`config.mk`:
```
export PLATFORM = sky130hd
export DESIGN_NAME = strap_capture
export DESIGN_NICKNAME = d
export VERILOG_FILES = /design/src/rtl/strap_pkg.sv /design/src/rtl/strap_pad_gate.sv /design/src/rtl/strap_capture.sv
export SDC_FILE = /design/constraint.sdc
export NUM_CORES = 1
export LEC_CHECK = 0
export BUFFER_PORTS_ARGS = -buffer_cell sky130_fd_sc_hd__buf_4
export CAP_MARGIN = 10
export CORE_UTILIZATION = 39
export DETAILED_ROUTE_END_ITERATION = 7
export PLACE_DENSITY = 0.85
export REMOVE_ABC_BUFFERS = 1
export SLEW_MARGIN = 5
export SYNTH_ARGS = -nofsm -noshare
export SYNTH_HDL_FRONTEND = slang
export SYNTH_SLANG_ARGS = --single-unit
```
`constraint.sdc`:
```
create_clock -name core_clk -period 1.5 [get_ports core_clk]
set_input_delay 0.3 -clock core_clk [delete_from_list [all_inputs] [get_ports core_clk]]
set_output_delay 0.3 -clock core_clk [all_outputs]
set_load 0.01 [all_outputs]
```
`src/rtl/strap_pkg.sv`:
```
// constants for the power-on strap capture block
package strap_pkg;

	// register indices on the index/data port
	localparam logic [7:0] IDX_STRAP_LOW  = 8'h4A;
	localparam logic [7:0] IDX_STRAP_MID  = 8'h4B;
	localparam logic [7:0] IDX_STRAP_HIGH = 8'h4C;

	// register width and total number of strap pins
	localparam int unsigned REG_W      = 8;
	localparam int unsigned STRAP_PINS = 18;

	// field positions inside strap_capture_low
	localparam int unsigned LOW_ETH_TXD_LSB  = 0;
	localparam int unsigned LOW_ETH_TXEN_BIT = 4;
	localparam int unsigned LOW_GIO_WR_BIT   = 5;
	localparam int unsigned LOW_GIO_RD_BIT   = 6;
	localparam int unsigned LOW_DACK1_BIT    = 7;

	// field positions inside strap_capture_mid
	localparam int unsigned MID_LBA22_BIT  = 0;
	localparam int unsigned MID_LBA23_BIT  = 1;
	localparam int unsigned MID_LBA24_BIT  = 2;
	localparam int unsigned MID_MDC_BIT    = 3;
	localparam int unsigned MID_UART_BIT   = 4;
	localparam int unsigned MID_DMATC_BIT  = 5;
	localparam int unsigned MID_DACK0_BIT  = 6;
	localparam int unsigned MID_LMRD_BIT   = 7;

	// field positions inside strap_capture_high
	localparam int unsigned HIGH_LMWR_BIT  = 0;
	localparam int unsigned HIGH_DACK2_BIT = 1;

	// base of each register inside the flat strap vector
	localparam int unsigned VEC_LOW_BASE  = 0;
	localparam int unsigned VEC_MID_BASE  = 8;
	localparam int unsigned VEC_HIGH_BASE = 16;

	// read data after reset and for unmapped indices; straps hold the sampled level
	localparam logic [7:0] RDATA_RST    = 8'h00;
	localparam logic [7:0] UNMAPPED_VAL = 8'h00;

endpackage

```
`src/rtl/strap_pad_gate.sv`:
```
// releases strap pads during reset so board pulls set their level
`timescale 1ns/1ps
module strap_pad_gate
	import strap_pkg::*;
#(
	parameter int unsigned WIDTH = 1
) (
	// reset
	input  wire logic             in_reset,
	// functional side
	input  wire logic [WIDTH-1:0] func_out,
	input  wire logic [WIDTH-1:0] func_oe,
	// pad side
	output logic      [WIDTH-1:0] pad_out,
	output logic      [WIDTH-1:0] pad_oe
);

	// pads float while reset is held, normal function afterwards
	always_comb begin
		pad_out = func_out;
		pad_oe  = in_reset ? '0 : func_oe;
	end

endmodule

```
`src/rtl/strap_capture.sv`:
```
// power-on strap capture with three read-only strap registers
`timescale 1ns/1ps
module strap_capture
	import strap_pkg::*;
(
	// clock and reset
	input  wire logic       core_clk,
	input  wire logic       sys_rst,
	// ethernet transmit data pads
	input  wire logic [3:0] eth_transmit_data_pin_in,
	output logic      [3:0] eth_transmit_data_pin_out,
	output logic      [3:0] eth_transmit_data_pin_oe,
	// ethernet transmit enable pad
	input  wire logic       eth_transmit_enable_pin_in,
	output logic            eth_transmit_enable_pin_out,
	output logic            eth_transmit_enable_pin_oe,
	// gpio write strobe pad
	input  wire logic       general_io_write_strobe_pin_in,
	output logic            general_io_write_strobe_pin_out,
	output logic            general_io_write_strobe_pin_oe,
	// gpio read strobe pad
	input  wire logic       general_io_read_strobe_pin_in,
	output logic            general_io_read_strobe_pin_out,
	output logic            general_io_read_strobe_pin_oe,
	// dma acknowledge encode pads
	input  wire logic [2:0] dma_ack_encode_line_in,
	output logic      [2:0] dma_ack_encode_line_out,
	output logic      [2:0] dma_ack_encode_line_oe,
	// local bus address pads
	input  wire logic       local_bus_addr_bit22_in,
	output logic            local_bus_addr_bit22_out,
	output logic            local_bus_addr_bit22_oe,
	input  wire logic       local_bus_addr_bit23_in,
	output logic            local_bus_addr_bit23_out,
	output logic            local_bus_addr_bit23_oe,
	input  wire logic       local_bus_addr_bit24_in,
	output logic            local_bus_addr_bit24_out,
	output logic            local_bus_addr_bit24_oe,
	// ethernet management clock pad
	input  wire logic       eth_mgmt_clock_pin_in,
	output logic            eth_mgmt_clock_pin_out,
	output logic            eth_mgmt_clock_pin_oe,
	// serial transmit pad
	input  wire logic       uart_transmit_pin_in,
	output logic            uart_transmit_pin_out,
	output logic            uart_transmit_pin_oe,
	// dma terminal count pad
	input  wire logic       dma_terminal_count_pin_in,
	output logic            dma_terminal_count_pin_out,
	output logic            dma_terminal_count_pin_oe,
	// low-memory strobe pads
	input  wire logic       low_mem_read_strobe_pin_in,
	output logic            low_mem_read_strobe_pin_out,
	output logic            low_mem_read_strobe_pin_oe,
	input  wire logic       low_mem_write_strobe_pin_in,
	output logic            low_mem_write_strobe_pin_out,
	output logic            low_mem_write_strobe_pin_oe,
	// normal-function drive, indexed like the flat strap vector
	input  wire logic [17:0] func_out,
	input  wire logic [17:0] func_oe,
	// index/data register port
	input  wire logic [7:0] reg_index,
	input  wire logic       reg_rd_en,
	input  wire logic       reg_wr_en,
	output logic      [7:0] reg_rdata,
	output logic            reg_rdata_valid,
	output logic            reg_wr_rejected,
	// captured strap values for the rest of the chip
	output logic      [7:0] strap_low,
	output logic      [7:0] strap_mid,
	output logic      [7:0] strap_high
);

	// one packed record holds every flip-flop of the block:
	// the three captured straps, the registered read answer and the write-refused flag
	typedef struct packed {
		logic [7:0] low;
		logic [7:0] mid;
		logic [7:0] high;
		logic [7:0] rdata;
		logic       rvalid;
		logic       wr_rej;
	} state_t;

	// st_q holds the flip-flops, st_d their next value
	state_t st_q;
	state_t st_d;

	// flat strap vector: low bits 0..7, mid 8..15, high 16..17
	logic [STRAP_PINS-1:0] pin_vec;
	logic [STRAP_PINS-1:0] pad_out_vec;
	logic [STRAP_PINS-1:0] pad_oe_vec;
	logic                  idx_hit;

	// gather pad levels into register bit order
	// pads are read all the time; the next-state logic decides when they count
	always_comb begin
		pin_vec = '0;
		pin_vec[VEC_LOW_BASE+LOW_ETH_TXD_LSB +: 4]  = eth_transmit_data_pin_in;
		pin_vec[VEC_LOW_BASE+LOW_ETH_TXEN_BIT]      = eth_transmit_enable_pin_in;
		pin_vec[VEC_LOW_BASE+LOW_GIO_WR_BIT]        = general_io_write_strobe_pin_in;
		pin_vec[VEC_LOW_BASE+LOW_GIO_RD_BIT]        = general_io_read_strobe_pin_in;
		pin_vec[VEC_LOW_BASE+LOW_DACK1_BIT]         = dma_ack_encode_line_in[1];
		pin_vec[VEC_MID_BASE+MID_LBA22_BIT]         = local_bus_addr_bit22_in;
		pin_vec[VEC_MID_BASE+MID_LBA23_BIT]         = local_bus_addr_bit23_in;
		pin_vec[VEC_MID_BASE+MID_LBA24_BIT]         = local_bus_addr_bit24_in;
		pin_vec[VEC_MID_BASE+MID_MDC_BIT]           = eth_mgmt_clock_pin_in;
		pin_vec[VEC_MID_BASE+MID_UART_BIT]          = uart_transmit_pin_in;
		pin_vec[VEC_MID_BASE+MID_DMATC_BIT]         = dma_terminal_count_pin_in;
		pin_vec[VEC_MID_BASE+MID_DACK0_BIT]         = dma_ack_encode_line_in[0];
		pin_vec[VEC_MID_BASE+MID_LMRD_BIT]          = low_mem_read_strobe_pin_in;
		pin_vec[VEC_HIGH_BASE+HIGH_LMWR_BIT]        = low_mem_write_strobe_pin_in;
		pin_vec[VEC_HIGH_BASE+HIGH_DACK2_BIT]       = dma_ack_encode_line_in[2];
	end

	// pad release during reset
	// a pad driven in reset would mask the board pull it is meant to sense
	strap_pad_gate #(
		.WIDTH    (STRAP_PINS)
	) u_pad_gate (
		.in_reset (sys_rst),
		.func_out (func_out),
		.func_oe  (func_oe),
		.pad_out  (pad_out_vec),
		.pad_oe   (pad_oe_vec)
	);

	// scatter gated drive back onto the named pads
	// dma ack lines sit in all three registers, so each bit is routed alone
	always_comb begin
		eth_transmit_data_pin_out       = pad_out_vec[VEC_LOW_BASE+LOW_ETH_TXD_LSB +: 4];
		eth_transmit_data_pin_oe        = pad_oe_vec[VEC_LOW_BASE+LOW_ETH_TXD_LSB +: 4];
		eth_transmit_enable_pin_out     = pad_out_vec[VEC_LOW_BASE+LOW_ETH_TXEN_BIT];
		eth_transmit_enable_pin_oe      = pad_oe_vec[VEC_LOW_BASE+LOW_ETH_TXEN_BIT];
		general_io_write_strobe_pin_out = pad_out_vec[VEC_LOW_BASE+LOW_GIO_WR_BIT];
		general_io_write_strobe_pin_oe  = pad_oe_vec[VEC_LOW_BASE+LOW_GIO_WR_BIT];
		general_io_read_strobe_pin_out  = pad_out_vec[VEC_LOW_BASE+LOW_GIO_RD_BIT];
		general_io_read_strobe_pin_oe   = pad_oe_vec[VEC_LOW_BASE+LOW_GIO_RD_BIT];
		dma_ack_encode_line_out[0]      = pad_out_vec[VEC_MID_BASE+MID_DACK0_BIT];
		dma_ack_encode_line_oe[0]       = pad_oe_vec[VEC_MID_BASE+MID_DACK0_BIT];
		dma_ack_encode_line_out[1]      = pad_out_vec[VEC_LOW_BASE+LOW_DACK1_BIT];
		dma_ack_encode_line_oe[1]       = pad_oe_vec[VEC_LOW_BASE+LOW_DACK1_BIT];
		dma_ack_encode_line_out[2]      = pad_out_vec[VEC_HIGH_BASE+HIGH_DACK2_BIT];
		dma_ack_encode_line_oe[2]       = pad_oe_vec[VEC_HIGH_BASE+HIGH_DACK2_BIT];
		local_bus_addr_bit22_out        = pad_out_vec[VEC_MID_BASE+MID_LBA22_BIT];
		local_bus_addr_bit22_oe         = pad_oe_vec[VEC_MID_BASE+MID_LBA22_BIT];
		local_bus_addr_bit23_out        = pad_out_vec[VEC_MID_BASE+MID_LBA23_BIT];
		local_bus_addr_bit23_oe         = pad_oe_vec[VEC_MID_BASE+MID_LBA23_BIT];
		local_bus_addr_bit24_out        = pad_out_vec[VEC_MID_BASE+MID_LBA24_BIT];
		local_bus_addr_bit24_oe         = pad_oe_vec[VEC_MID_BASE+MID_LBA24_BIT];
		eth_mgmt_clock_pin_out          = pad_out_vec[VEC_MID_BASE+MID_MDC_BIT];
		eth_mgmt_clock_pin_oe           = pad_oe_vec[VEC_MID_BASE+MID_MDC_BIT];
		uart_transmit_pin_out           = pad_out_vec[VEC_MID_BASE+MID_UART_BIT];
		uart_transmit_pin_oe            = pad_oe_vec[VEC_MID_BASE+MID_UART_BIT];
		dma_terminal_count_pin_out      = pad_out_vec[VEC_MID_BASE+MID_DMATC_BIT];
		dma_terminal_count_pin_oe       = pad_oe_vec[VEC_MID_BASE+MID_DMATC_BIT];
		low_mem_read_strobe_pin_out     = pad_out_vec[VEC_MID_BASE+MID_LMRD_BIT];
		low_mem_read_strobe_pin_oe      = pad_oe_vec[VEC_MID_BASE+MID_LMRD_BIT];
		low_mem_write_strobe_pin_out    = pad_out_vec[VEC_HIGH_BASE+HIGH_LMWR_BIT];
		low_mem_write_strobe_pin_oe     = pad_oe_vec[VEC_HIGH_BASE+HIGH_LMWR_BIT];
	end

	// index matches one of the strap registers
	// only these indices count as a refused write
	always_comb begin
		idx_hit = (reg_index == IDX_STRAP_LOW) || (reg_index == IDX_STRAP_MID) ||
			(reg_index == IDX_STRAP_HIGH);
	end

	// next state: capture in reset, hold and serve reads afterwards
	always_comb begin
		st_d        = st_q;
		// answer flags are one-cycle pulses by default
		st_d.rvalid = 1'b0;
		st_d.wr_rej = 1'b0;
		if (sys_rst) begin
			// sampled every reset cycle, so the last edge of reset wins
			st_d.low    = pin_vec[VEC_LOW_BASE +: REG_W];
			st_d.mid    = pin_vec[VEC_MID_BASE +: REG_W];
			st_d.high   = {6'h00, pin_vec[VEC_HIGH_BASE +: 2]};
			st_d.rdata  = RDATA_RST;
		end else begin
			// straps kept as is; writes only flag the attempt
			if (reg_wr_en && idx_hit) begin
				st_d.wr_rej = 1'b1;
			end
			// reads always answer; unmapped indices give a fixed byte
			if (reg_rd_en) begin
				st_d.rvalid = 1'b1;
				unique case (reg_index)
					IDX_STRAP_LOW:  st_d.rdata = st_q.low;
					IDX_STRAP_MID:  st_d.rdata = st_q.mid;
					IDX_STRAP_HIGH: st_d.rdata = st_q.high;
					default:        st_d.rdata = UNMAPPED_VAL;
				endcase
			end
		end
	end

	// single state register; no write path reaches the strap fields
	// no reset branch: the capture itself runs while sys_rst is high
	always_ff @(posedge core_clk) begin
		st_q <= st_d;
	end

	// registered outputs
	// straps reach the rest of the chip straight from flip-flops
	always_comb begin
		reg_rdata       = st_q.rdata;
		reg_rdata_valid = st_q.rvalid;
		reg_wr_rejected = st_q.wr_rej;
		strap_low       = st_q.low;
		strap_mid       = st_q.mid;
		strap_high      = st_q.high;
	end

endmodule

```
==> impl_metrics.yaml <==
routing:
  drt-total-wl_um: 3380
  wl_per_cell_um: 14.5
  via_count: 1073
  first_iter_violations: 12
  postRouteAntennaNets: 0
  first_pass_iters: 4
  routed_via_density: 4.63
  drc_errors: 0
setup_path:
  max_stage_delay_ns: 0.43
  worstPathMaxFanout: 2
  critPathKind: "reg2out"
  critPathSlowestCell: "edfxtp_1"
  path_buf_inv: 1
  crit_family: "flip-flops"
  cp-end-kind: "output port"
  cp.arrival_ns: 0.91
  cp_cell_sequence: "buf_4"
  cp.required_ns: 1.20
  cp-start-kind: "flip-flop"
clock_network:
  htree_levels: 1
  clockRootBuffer: "clkbuf_4"
  clk_pin_slew_ns: 0.14
  cts_resized: 0
  clk_latency_ns: 0.32
  numClockSinks: 28
  clockBufferDepth: 2
  cts_buffers: 3
  cts_tree: "yes"
  cts_setup_buffers: 0
  hold_buffers: 0
layout:
  antenna_cells: 0
  synthToLayoutAreaGrowth_pct: 42.8
  n_fill_cell: 319
  drive_gt1_frac: 0.543
  final_design_area_no_fill_sq_um: 1980
  layout.nets: 253
  ff_latch_area_sq_um: 741
  multi_input_area_sq_um: 444
placement:
  numPortBuffers: 93
  dpl.hpwl_um: 2680
  gp_congestion: 0.683
  dpl_cell_area_sq_um: 1950
  dp_slack_ns: 0.129
global_route:
  grt_use_met1: 0.184
  grt_max_degree: 39
  antenna_found_initial: 0
  use_met2: 0.276
  track_usage: 0.176
  grt_pass1_vias: 976
  top_usage_layer: "met2"
  grt_util_met3: 0.116
  grt-ovfl-total: 0
  grt_pass1_wl_um: 4600
timing:
  rsz0062_at_grt: "false"
  finalWorstSetupSlack_ns: 0.295
  fin_crit_sh: 0.803
  setup_tns_ns: 0
  holdWs_ns: 0.144
  fin_skew_ns: 0.00252
  setup-violations-final: 0
  hold_violations: 0
  period_needed_ns: 1.21
  max_freq_ghz: 0.830
  drv_slew: 0
synthesis:
  seq_area_frac_synth: 0.535
  synth_common_cells: "buf_4, edfxtp_1, nor2b_1"
  yosysTopAreaCell: "edfxtp_1"
  synth_edf_count: 18
  synthCells: 112
  synth_cell_types: 21
  ys_ff_latch: 28
  yosysMostFrequentCell: "buf_4"
  avgSynthCellArea_sq_um: 12.4
  async_flop_share: 0
  synth_area_leaders: "edfxtp_1, dfxtp_1, buf_4"
  yosys_warnings: 0
  synthFlopType: "edfxtp_1"
  synth_top_area_frac: 0.390
  syn_area_sq_um: 1390
power:
  ir_worst_vdd_v: 0.000341
  leakage_nw: 0.891
  power_frac_seq: 0.582
  p_int_mw: 1.16
  clkPwrFrac: 0.204
  swShare: 0.236
  p_sw_mw: 0.359
  combPwrFrac: 0.214
  p_per_area_nw_per_um2: 769
floorplan:
  io-pin-count: 136
  floorplan.initialDensity: 0.412
  die_width_um: 61.6
  rows: 21
  fp.coreArea_sq_um: 3360
  die_h_um: 61.6
  die-area_sq_um: 3790
worst_hold_path:
  hp-class: "in2reg"
run:
  cap_violations: 0
status:
  outcome: "finished clean"
[kinds of logic after synthesis]
kind of cell,count (synthesis),synth area share
flops,28,0.535
compound gates,10,0.0614
buf+inv,30,0.158
simple gates,35,0.183
mux,8,0.0596
other cells,1,0.00271
[worst register-to-register path: cells and delay by family (launching register included)]
| family | cells | cell delay, ns |
|---|---|---|
| AOI/OAI and AO/OA | 2 | 0.25 |
| DFF | 1 | 0.41 |
| muxes | 1 | 0.31 |
[registers in the layout, summed over array words and instances, names as in the netlist]
| name | count |
|---|---|
| reg_rdata | 8 |
| reg_rdata_valid | 1 |
| reg_wr_rejected | 1 |
| strap_high | 2 |
| strap_low | 8 |
| strap_mid | 8 |
[per-stage QoR]
stage | total power [mW] | std cells | util
2_1_floorplan | 1.00 | 88 | -
3_3_place_gp | 1.23 | 228 | 0.580
3_5_place_dp | 1.23 | 228 | 0.580
4_1_cts | 1.54 | 232 | 0.588
5_1_grt | 1.59 | 232 | 0.588
6_report | 1.52 | 232 | 0.588
[final cells by class]
| class | instances | share of cell area |
|---|---|---|
| clock buffer | 4 | 0.0133 |
| inverter | 1 | 0.00190 |
| multi-input combinational | 59 | 0.225 |
| sequential | 28 | 0.374 |
| tap | 46 | 0.0291 |
| timing repair buffer | 94 | 0.357 |
[power by group through the flow]
stage,Clock [mW],Sequential [mW],Combinational (mW)
floorplan,0,0.923,0.0799
global placement,0,0.903,0.325
detailed placement,0,0.904,0.329
CTS,0.322,0.887,0.330
global route,0.348,0.892,0.352
finish,0.310,0.886,0.326
[layout by cell type (no fill, tap or decap), types with 2 or more instances in the layout]
cell / n
edfxtp_1: 18
mux2_1: 2
mux2i_1: 6
dfxtp_1: 10
o32ai_1: 8
buf_4: 94
conb_1: 6
clkbuf_4: 3
a22oi_1: 2
nor2_1: 2
nand2b_1: 9
nor2b_1: 18
[per-layer routing]
metal	vias to the layer above	share of wire
li1	507	-
met4	2	0.0092
met2	91	0.47
met1	469	0.34
met3	4	0.16
met5	-	0.010
[worst paths after layout]
kind                                start       endpoint  slack, ns  depth (start not counted)
setup / recovery            strap_high[0]  strap_high[0]       0.29                          1
hold / removal    local_bus_addr_bit24_in   strap_mid[2]       0.14                          1
setup reg to reg             strap_mid[0]   reg_rdata[0]       0.42                          3
hold reg to reg              reg_rdata[6]   reg_rdata[6]       0.51                          2
No activity file was read; power rests on OpenSTA's default activity.
